<file path="src/hw/alu_pkg.sv">
// Package for the 8-bit add, subtract and AND datapath.
// Assumes a single 100 MHz clock domain shared by all users.
package alu_pkg;
   // ****************************************************************
   // Timing
   // ****************************************************************
   localparam int ALU_CLK_NS = 10;
   // Indexed forms: five machine cycles of 4,4,3,5,3 clock states.
   localparam int ALU_IDX_MCYC = 5;
   localparam int ALU_IDX_TSTATES = 19;
   localparam logic [4:0] ALU_IDX_LAST = 5'h12;
   localparam logic [2:0] ALU_DIR_LAST = 3'h3;
   localparam logic [2:0] ALU_MEM_LAST = 3'h6;
   // ****************************************************************
   // Opcodes
   // ****************************************************************
   localparam logic [7:0] ALU_PFX_FIRST = 8'hdd;
   localparam logic [7:0] ALU_PFX_SECOND = 8'hfd;
   localparam logic [7:0] ALU_MEM_MASK = 8'hc7;
   localparam logic [7:0] ALU_MEM_PAT = 8'h86;
   localparam logic [7:0] ALU_IMM_PAT = 8'hc6;
   localparam logic [1:0] ALU_REG_TOP = 2'h2;
   localparam logic [2:0] ALU_FLD_MEM = 3'h6;
   localparam logic [2:0] ALU_FLD_ACC = 3'h7;
   localparam logic [2:0] ALU_GRP_ADD = 3'h0;
   localparam logic [2:0] ALU_GRP_ADC = 3'h1;
   localparam logic [2:0] ALU_GRP_SUB = 3'h2;
   localparam logic [2:0] ALU_GRP_SBC = 3'h3;
   localparam logic [2:0] ALU_GRP_AND = 3'h4;
   localparam int ALU_NREG = 8;
   // ****************************************************************
   // Types
   // ****************************************************************
   typedef enum logic [1:0] {
      ALU_SRC_REG, ALU_SRC_IMM, ALU_SRC_PAIR, ALU_SRC_IDX
   } alu_src_e;
   typedef struct packed {
      logic sign;
      logic zero;
      logic half;
      logic parOvf;
      logic subtract;
      logic carry;
   } alu_flags_s;
   localparam alu_flags_s ALU_FLAGS_RST = '0;
   localparam logic [7:0] ALU_ACC_RST = 8'h00;
endpackage

</file>
<file path="src/hw/alu_regfile.sv">
// Eight-entry byte register file for the datapath operands.
// Assumes the main datapath writes one entry per cycle.
`timescale 1ns/1ps
module alu_regfile import alu_pkg::*; #(
   parameter int DEPTH = ALU_NREG
) (
   input wire logic clk,
   input wire logic arst_n,
   input wire logic clkEn,
   input wire logic wrEn,
   input wire logic [2:0] wrSel,
   input wire logic [7:0] wrData,
   input wire logic [2:0] rdSel,
   output logic [7:0] rdData
);
   logic [7:0] mem [DEPTH];
   genvar g;
   generate
      for (g = 0; g < DEPTH; g++) begin : gEntry
         always_ff @(posedge clk or negedge arst_n) begin
            if (!arst_n) begin
               mem[g] <= 8'h00;
            end else if (clkEn && wrEn && wrSel == 3'(g)) begin
               mem[g] <= wrData;
            end
         end
      end
   endgenerate
   always_ff @(posedge clk or negedge arst_n) begin
      if (!arst_n) begin
         rdData <= 8'h00;
      end else if (clkEn) begin
         rdData <= mem[rdSel];
      end
   end
endmodule

</file>
<file path="src/hw/alu_core.sv">
// Top of the 8-bit add, subtract and AND datapath with flags.
// Assumes the decoder presents one instruction at a time and memory answers
// a read within the cycle in which memRd is high.
`timescale 1ns/1ps
module alu_core import alu_pkg::*; #(
   parameter int ADDR_W = 16
) (
   input wire logic clk,
   input wire logic arst_n,
   input wire logic clkEn,
   input wire logic start,
   input wire logic [7:0] prefix,
   input wire logic [7:0] opcode,
   input wire logic [7:0] operandByte,
   input wire logic [ADDR_W-1:0] address_pair,
   input wire logic [ADDR_W-1:0] first_index_register,
   input wire logic [ADDR_W-1:0] second_index_register,
   input wire logic [7:0] memData,
   input wire logic regWrEn,
   input wire logic [2:0] regWrSel,
   input wire logic [7:0] regWrData,
   output logic busy,
   output logic done,
   output logic illegal,
   output logic memRd,
   output logic [ADDR_W-1:0] memAddr,
   output logic [7:0] acc,
   output alu_flags_s flags
);
   // ****************************************************************
   // Decode
   // ****************************************************************
   typedef enum {ST_IDLE, ST_WAIT, ST_EXEC} alu_state_e;
   alu_state_e state;
   logic [4:0] cnt;
   logic [4:0] lastCnt;
   logic [2:0] grp;
   alu_src_e src;
   logic [7:0] immByte;
   logic accSel;
   logic [7:0] regData;
   logic [7:0] operand;
   logic decOk;
   logic decPfx;
   alu_src_e decSrc;
   logic [4:0] decLast;
   logic [2:0] decRead;
   always_comb begin
      decOk = 1'b0;
      decPfx = 1'b0;
      decSrc = ALU_SRC_REG;
      decLast = 5'(ALU_DIR_LAST);
      decRead = opcode[2:0];
      if (prefix == ALU_PFX_FIRST || prefix == ALU_PFX_SECOND) begin
         decPfx = 1'b1;
      end
      // Group code in bits 5:3 selects add, adc, sub, sbc or and.
      if (opcode[5:3] <= ALU_GRP_AND) begin
         if ((opcode & ALU_MEM_MASK) == ALU_MEM_PAT) begin
            decOk = 1'b1;
            if (decPfx) begin
               decSrc = ALU_SRC_IDX;
               decLast = ALU_IDX_LAST;
            end else begin
               decSrc = ALU_SRC_PAIR;
               decLast = 5'(ALU_MEM_LAST);
            end
         end else if ((opcode & ALU_MEM_MASK) == ALU_IMM_PAT && !decPfx) begin
            decOk = 1'b1;
            decSrc = ALU_SRC_IMM;
            decLast = 5'(ALU_MEM_LAST);
         end else if (opcode[7:6] == ALU_REG_TOP && !decPfx) begin
            // Fields 0 to 5 and 7 name registers; 6 is the memory form.
            decOk = 1'b1;
            decSrc = ALU_SRC_REG;
         end
      end
   end
   // ****************************************************************
   // Sequencing
   // ****************************************************************
   always_ff @(posedge clk or negedge arst_n) begin
      if (!arst_n) begin
         state <= ST_IDLE;
         cnt <= 5'h00;
         lastCnt <= 5'h00;
         grp <= ALU_GRP_ADD;
         src <= ALU_SRC_REG;
         immByte <= 8'h00;
         accSel <= 1'b0;
         busy <= 1'b0;
         done <= 1'b0;
         illegal <= 1'b0;
         memRd <= 1'b0;
         memAddr <= '0;
      end else if (clkEn) begin
         done <= 1'b0;
         illegal <= 1'b0;
         memRd <= 1'b0;
         case (state)
            ST_IDLE: begin
               if (start && decOk) begin
                  state <= ST_WAIT;
                  busy <= 1'b1;
                  cnt <= 5'h01;
                  lastCnt <= decLast;
                  grp <= opcode[5:3];
                  src <= decSrc;
                  immByte <= operandByte;
                  // The accumulator choice is kept so the decoder may move on after the take.
                  accSel <= decSrc == ALU_SRC_REG && opcode[2:0] == ALU_FLD_ACC;
                  if (decSrc == ALU_SRC_PAIR) begin
                     memRd <= 1'b1;
                     memAddr <= address_pair;
                  end else if (decSrc == ALU_SRC_IDX) begin
                     memRd <= 1'b1;
                     // Index plus sign-extended displacement.
                     memAddr <= (prefix == ALU_PFX_SECOND ? second_index_register
                        : first_index_register)
                        + {{(ADDR_W-8){operandByte[7]}}, operandByte};
                  end
               end else if (start) begin
                  illegal <= 1'b1;
               end
            end
            ST_WAIT: begin
               cnt <= cnt + 5'h01;
               if (cnt == lastCnt) begin
                  state <= ST_EXEC;
               end
            end
            ST_EXEC: begin
               state <= ST_IDLE;
               busy <= 1'b0;
               done <= 1'b1;
            end
            default: begin
               state <= ST_IDLE;
               busy <= 1'b0;
            end
         endcase
      end
   end
   // ****************************************************************
   // Operand registers
   // ****************************************************************
   alu_regfile #(.DEPTH(ALU_NREG)) uRegs (
      .clk(clk),
      .arst_n(arst_n),
      .clkEn(clkEn),
      .wrEn(regWrEn),
      .wrSel(regWrSel),
      .wrData(regWrData),
      .rdSel(decRead),
      .rdData(regData)
   );
   logic [7:0] memByte;
   always_ff @(posedge clk or negedge arst_n) begin
      if (!arst_n) begin
         memByte <= 8'h00;
      end else if (clkEn && state == ST_WAIT && cnt == 5'h01) begin
         memByte <= memData;
      end
   end
   logic [7:0] regHeld;
   always_ff @(posedge clk or negedge arst_n) begin
      if (!arst_n) begin
         regHeld <= 8'h00;
      end else if (clkEn && state == ST_WAIT && cnt == 5'h01) begin
         regHeld <= accSel ? acc : regData;
      end
   end
   always_comb begin
      case (src)
         ALU_SRC_REG: operand = regHeld;
         ALU_SRC_IMM: operand = immByte;
         default: operand = memByte;
      endcase
   end
   // ****************************************************************
   // Arithmetic and flags
   // ****************************************************************
   logic isSub;
   logic cin;
   logic [7:0] opnd;
   logic [8:0] sum;
   logic [4:0] lowSum;
   logic [7:0] res;
   alu_flags_s next_flags;
   always_comb begin
      isSub = (grp == ALU_GRP_SUB || grp == ALU_GRP_SBC);
      // Carry joins only for adc and sbc.
      cin = (grp == ALU_GRP_ADC || grp == ALU_GRP_SBC) ? flags.carry : 1'b0;
      opnd = isSub ? ~operand : operand;
      sum = {1'b0, acc} + {1'b0, opnd} + {8'h00, cin ^ isSub};
      lowSum = {1'b0, acc[3:0]} + {1'b0, opnd[3:0]} + {4'h0, cin ^ isSub};
      next_flags = ALU_FLAGS_RST;
      if (grp == ALU_GRP_AND) begin
         res = acc & operand;
         next_flags.half = 1'b1;
         next_flags.parOvf = ~^res;
      end else begin
         res = sum[7:0];
         // Borrow is the inverted carry when subtracting.
         next_flags.half = lowSum[4] ^ isSub;
         next_flags.carry = sum[8] ^ isSub;
         next_flags.parOvf = (acc[7] == opnd[7]) && (res[7] != acc[7]);
         next_flags.subtract = isSub;
      end
      next_flags.sign = res[7];
      next_flags.zero = (res == 8'h00);
   end
   always_ff @(posedge clk or negedge arst_n) begin
      if (!arst_n) begin
         acc <= ALU_ACC_RST;
         flags <= ALU_FLAGS_RST;
      end else if (clkEn && state == ST_EXEC) begin
         acc <= res;
         flags <= next_flags;
      end
   end
endmodule

</file>
<file path="config.mk">
export PLATFORM = sky130hd
export DESIGN_NAME = alu_core
export DESIGN_NICKNAME = d
export VERILOG_FILES = /design/src/hw/alu_pkg.sv /design/src/hw/alu_regfile.sv /design/src/hw/alu_core.sv
export SDC_FILE = /design/constraint.sdc
export NUM_CORES = 1
export LEC_CHECK = 0
export BUFFER_PORTS_ARGS = -buffer_cell sky130_fd_sc_hd__clkbuf_2
export CORE_ASPECT_RATIO = 1.4
export CORE_MARGIN = 2
export CORE_UTILIZATION = 52
export CTS_CLUSTER_DIAMETER = 30
export DETAILED_ROUTE_END_ITERATION = 8
export PLACE_DENSITY = 0.86
export SETUP_SLACK_MARGIN = 0.05
export SLEW_MARGIN = 20
export SYNTH_ARGS = -nofsm -noshare
export SYNTH_HDL_FRONTEND = slang
export SYNTH_SLANG_ARGS = --single-unit
</file>
<file path="constraint.sdc">
create_clock -name clk -period 3.05 [get_ports clk]
set_clock_uncertainty 0.1 [all_clocks]
set_input_delay 0.4575 -clock clk [delete_from_list [all_inputs] [get_ports clk]]
set_output_delay 0.4575 -clock clk [all_outputs]
set_load 0.05 [all_outputs]
</file>
Word-level counts from Yosys, hierarchy flattened
Cells that the tools add are included.
W data, S select, Z words.
{ "op_classes": {"mux": 41, "shifts": 0, "magnitude_cmp": 2, "multipliers": 0, "add_sub_neg": 6, "n_eq_ne": 30, "n_reduce_logical": 34, "bitwise_logic": 7, "n_div": 0} }
{ "op_table": {"columns": ["cell", "n"], "rows": [
  ["$eq A32 B2 Y1 const B", 2],
  ["$mux W32", 2],
  ["$pmux W32 S2", 1],
  ["$mux W16", 3],
  ["$mux W8", 5],
  ["$eq A32 B1 Y1 const B", 1],
  ["$eq A32 B3 Y1 const B", 1],
  ["$logic_not A32 Y1", 1],
  ["$bmux W8 S3", 1],
  ["$mux W5", 4],
  ["$eq A3 B3 Y1 const B", 6],
  ["$logic_and A1 B1 Y1", 17],
  ["$mux W1", 17],
  ["$add A16 B16 Y16", 1],
  ["$eq A8 B8 Y1 const B", 2],
  ["$pmux W8 S2", 1],
  ["$eq A3 B2 Y1 const B", 4],
  ["$reduce_and A3 Y1", 4],
  ["$eq A5 B5 Y1 const B", 2],
  ["$pmux W5 S2", 1],
  ["$add A8 B8 Y9", 1],
  ["$add A9 B1 Y9", 1],
  ["$and A8 B8 Y8", 1],
  ["$logic_not A8 Y1", 1],
  ["other kinds (27)", 40]
]} }
{ "word_totals": {"input_bits": 96, "mem_count": 0, "mem_bits_rw": 0, "latch_bits": 0, "reg_bits": 178, "wordCells": 150, "out_inout_bits": 34, "rom_bits": 0} }

Longest topological paths before layout
{ "logic_depth": {"depth_word": 13, "depth_mapped": 13, "ltp_nobuf": 13} }

Modules after synthesis
From an unflattened synthesis, not the netlist that was laid out.
{ "hier_totals": {"hier_cells": 795, "hier_area_um2": 8399.3} }
{ "modules_own_cells": {"columns": ["mod", "area_each_um2", "n_inst", "seq_area_each_um2", "cells_per_inst"], "rows": [
  ["alu_core", 5026.1, 1, 1851.8, 559],
  ["alu_regfile", 3373.2, 1, 1801.7, 236]
]} }

Least setup slack after synthesis
Ideal clock, no wire load.
{ "synth_timing": {"path_kind": "input to register", "start": "input prefix[6]", "end": "register memAddr[14]", "arrival_time_ns": 3.318, "n_path_buf": 0, "setup_slack_ns": -0.510, "setup_ns": 0.142, "path_stages": 13, "t_required_ns": 2.808, "path_cell_list": "and4_1 > and4_1 > nand2_1 > mux2_2 > ha_1 > fa_1 > a21o_1 > a21o_1 > a2111oi_2 > o211ai_1 > o31ai_2 > xor2_1 > a31oi_1"} }
{ "synth_via": {"elab_chain_cells": 11, "word_cells_on_any_way": 24, "classes_between": "add/sub: 1; eq/ne: 4; mux: 12; reduce/logical: 7"} }
{ "synth_lines": {"columns": ["item", "line_no", "source"], "rows": [
  ["start, declared", "alu_core.sv:12", "input wire logic [7:0] prefix,"],
  ["parallel branches: the longest is 11 deep, another holds $add A16 B16 Y16", null, null],
  ["end signal, assigned", "alu_core.sv:114", "memAddr <= address_pair;"],
  ["end signal, assigned", "alu_core.sv:118", "memAddr <= (prefix == ALU_PFX_SECOND ? second_index_register"],
  ["end, declared", "alu_core.sv:26", "output logic [ADDR_W-1:0] memAddr,"]
]} }
Several ways; the timed one is not identified. The select of a mux whose other input is x is not followed.
A chain may end at the register's enable or synchronous reset.

Final worst setup path
{ "layout_timing": {"start": "register src[0]", "end": "register flags[4] in the netlist's numbering"} }
{ "layout_via": {"elab_chain_cells": 8, "word_cells_on_any_way": 10, "classes_between": "add/sub: 2; eq/ne: 1; mux: 3; bitwise: 2; reduce/logical: 2"} }
{ "layout_lines": {"columns": ["item", "line_no", "source"], "rows": [
  ["start, declared", "alu_core.sv:38", "alu_src_e src;"],
  ["start signal, assigned", "alu_core.sv:108", "src <= decSrc;"],
  ["$eq A2 B1 Y1 / $logic_not A2 Y1 (equally long branches)", "alu_core.sv:174", "case (src)"],
  ["$pmux W8 S2 *", "alu_core.sv:174", null],
  ["$not A8 Y8", "alu_core.sv:194", "opnd = isSub ? ~operand : operand;"],
  ["$mux W8", "alu_core.sv:194", null],
  ["$add A8 B8 Y9", "alu_core.sv:195", "sum = {1'b0, acc} + {1'b0, opnd} + {8'h00, cin ^ isSub};"],
  ["$add A9 B1 Y9", "alu_core.sv:195", null],
  ["$mux W8 *", "alu_core.sv:198", "if (grp == ALU_GRP_AND) begin"],
  ["$logic_not A8 Y1 *", "alu_core.sv:211", "next_flags.zero = (res == 8'h00);"],
  ["end signal, assigned", "alu_core.sv:219", "flags <= next_flags;"],
  ["end, declared", "alu_core.sv:28", "output alu_flags_s flags"]
]} }
Every way passes the cells marked *; elsewhere a longest branch is shown, timed or not.

==> impl_metrics.yaml <==
critical_path:
  worstPathArrival_ns: 3.35
  worst_path_most_repeated_cell: "o21ai_0"
  required_ns: 3.27
  end_kind: "register"
  crit_fanout: 8
  critical-path-slowest-cell: "dfrtp_1"
  critPathLaunch: "src[0]"
  critPathMaxStageDelay_ns: 0.41
  cp_cell_sequence: "buf_6 -> mux2_4 -> mux2i_4 -> xnor2_1 -> ha_1 -> o21ai_1 -> a21oi_2 -> o21ai_0 -> a21oi_1 -> o21ai_0 -> nand2_1 -> a32o_1"
  startpoint_type: "register"
  r2r-start: "src[0]"
  path_class: "reg2reg"
finish:
  layout.nets: 1017
  drive_gt1_share_pct: 41.1
  syn_to_final_growth_pct: 24.7
  fin_area_sq_um: 10100
  diodes: 0
timing:
  setup_ws_ns: -0.0865
  fin_tns_setup_ns: -0.148
  whs_ns: 0.153
  finalMaxSlewViolations: 0
  tightest_slew_ns: 0.626
  setup_viol: 3
  rsz0062_at_grt: "true"
  fmax_mhz: 319
  post-route-period-util_pct: 103
  hold_violations: 0
  relSlewSlack_pct: 58.3
  period_minus_slack_ns: 3.14
clock_tree:
  insertion_delay_ns: 0.43
  cts_root_buffer: "clkbuf_16"
  numCtsBuffers: 17
  h-tree-depth: 4
  cts_tree: "done"
  cts_max_path_buffers: 2
  clk_pin_slew_ns: 0.06
  numClockSinks: 146
route:
  drtIter0Drc: 370
  routed_wl_mm: 21.9
  viasPerCell: 5.92
  firstDrtPassIters: 7
  route.detailed.drc: 0
  postRouteAntennaNets: 0
  vias: 6535
  wire_per_inst_microns: 19.8
synth:
  ys_ff_latch: 146
  syn-cell-area_sq_um: 8130
  ys_seq_area_share_pct: 45.0
  yosysUniqueCellTypes: 62
  async_reset_ff_share_pct: 100
  syn_nets: 841
  syn_avg_cell_area_sq_um: 11.3
  synth_cells: 718
  yosysWarnings: 0
  synth_edf_count: 0
  synth_ff_type: "dfrtp_1"
placed_design:
  port_buffers: 129
  gp_congestion: 0.915
  placed_cell_area_sq_um: 9290
  hpwlAfterDp_mm: 14.7
pwr:
  power_density_nw_per_um2: 928
  finalPower_mw: 9.41
  irDropWorstVdd_mv: 0.553
  power_leakage_nw: 4.75
floorplanning:
  ios: 130
  core-area_sq_um: 15500
  die_x_microns: 110
  die_area_sq_um: 16700
  num_rows: 54
  die_h_microns: 152
  start_util_pct: 52.5
job:
  cap_viol_max_count: 0
run_status:
  violations: "setup timing"
  status: "finished, violations left"
global_route:
  grt_pass1_wl_mm: 33.8
  groute.usage.overall_pct: 26.4
  grt_pass1_vias: 6757
  antenna_found_initial: 0
  grt_max_degree: 69
  grt-ovfl-total: 0
worst_hold_path:
  hp-class: "in2reg"
  worstHoldStart: "memData[5]"
-- placed cells by master, fill, tap and decap left out, drive strengths merged, types with 4 or more instances in the layout --
cell / count
a211o: 6
a211oi: 4
a21o: 12
a21oi: 37
and2: 5
and3: 4
buf: 63
bufinv: 5
clkbuf: 148
dfrtp: 146
ha: 24
inv: 22
mux2: 101
mux2i: 27
mux4: 16
nand2: 55
nand2b: 10
nand3: 13
nand4: 4
nor2: 41
nor2b: 8
nor3: 4
o211ai: 6
o21ai: 45
o22ai: 6
o31ai: 5
or3: 6
xnor2: 27
xor2: 15
-- where the power goes --
group | internal (mW) | total, mW | switching [mW]
Sequential | 2.50 | 2.99 | 0.484
Combinational | 1.84 | 4.08 | 2.24
Clock | 1.53 | 2.34 | 0.806
-- synth_stat cells, types with 4 or more instances --
cell type	instances	area share [%]
a211o_1	6	0.65
a211oi_1	4	0.37
a21o_1	12	1.1
a21oi_1	37	2.3
and2_1	5	0.38
and3_1	4	0.31
buf_2	8	0.49
buf_4	4	0.37
clkbuf_1	14	0.65
dfrtp_1	146	45
ha_1	24	3.7
inv_1	22	1.0
mux2_2	100	14
mux2i_1	26	3.2
mux4_2	16	4.4
nand2_1	55	2.5
nand2b_1	10	0.77
nand3_1	12	0.74
nor2_1	40	1.8
nor2b_1	8	0.62
nor3_1	4	0.25
o211ai_1	5	0.46
o21ai_0	44	2.7
o22ai_1	6	0.46
o31ai_1	4	0.37
or3_1	6	0.46
xnor2_1	27	2.9
xor2_1	15	1.6
-- flip-flops by register name, summed over array words and instances, names as in the netlist, 2 cells and up --
| register | count |
|---|---|
| acc | 8 |
| state | 2 |
| memByte | 8 |
| cnt | 5 |
| flags | 5 |
| src | 2 |
| regHeld | 8 |
| lastCnt | 4 |
| uRegs.mem | 64 |
| grp | 3 |
| immByte | 8 |
| memAddr | 16 |
| uRegs.rdData | 8 |
-- final timing paths --
kind	endpoint	slack (ns)	cells past startpoint
max	flags[4]	-0.09	12
min	memByte[5]	0.15	2
max reg2reg	flags[4]	-0.09	12
min reg2reg	memAddr[1]	0.38	2
max in group asynchronous	uRegs.mem[19]	1.65	3
min in group asynchronous	uRegs.mem[49]	0.49	2
-- timing repair --
item,in CTS,in global routing
endpoints found under the hold margin,65,0
setup endpoints to repair,4,13
resized for setup,10,17
setup buffers,5,3
hold buffers,1,0
pin swaps,13,15
gates cloned,0,0
-- cell type report --
cell class	instances	area, sq um
Clock buffer	23	488
Clock inverter	9	175
Fill cell	1121	5340
Inverter	22	82.6
Multi-Input combinational cell	518	4350
Sequential cell	146	3650
Tap cell	196	245
Timing Repair Buffer	189	1140
-- worst max-delay path: cells and delay by family, from the launching register on --
| kind | cells | cell delay (ns) |
|---|---|---|
| AO/OA/AOI/OAI | 6 | 1.26 |
| multiplexers | 2 | 0.50 |
| flip-flops | 1 | 0.41 |
| adder cells (fa/ha/maj) | 1 | 0.38 |
| buffers and inverters | 1 | 0.18 |
| AND/OR/NAND/NOR | 1 | 0.11 |
| XOR/XNOR | 1 | 0.09 |
-- per-layer routing --
metal	part of all wire [%]	GRT usage, %
met3	5.7	5.66
met4	3.6	11.6
met2	55	47.3
met1	36	29.4
met5	0	0
-- metrics by stage --
stage	setup WS [ns]	std cells	util [%]
after floorplan	-0.258	718	-
after global placement	-0.381	1062	60.1
after detailed placement	-0.569	1062	60.1
after CTS	-0.0503	1100	64.9
after global routing	-0.124	1103	65.5
final	-0.0865	1103	65.5
-- kinds of logic after synthesis --
| family | synth area share (%) |
|---|---|
| AO/OA/AOI/OAI | 10.5 |
| XOR/XNOR | 4.80 |
| adder cells (fa/ha/maj) | 4.43 |
| buffers and inverters | 3.02 |
| flip-flops | 45.0 |
| multiplexers | 22.0 |
| AND/OR/NAND/NOR | 10.3 |
Note: power is estimated with default switching activity, not from simulation.
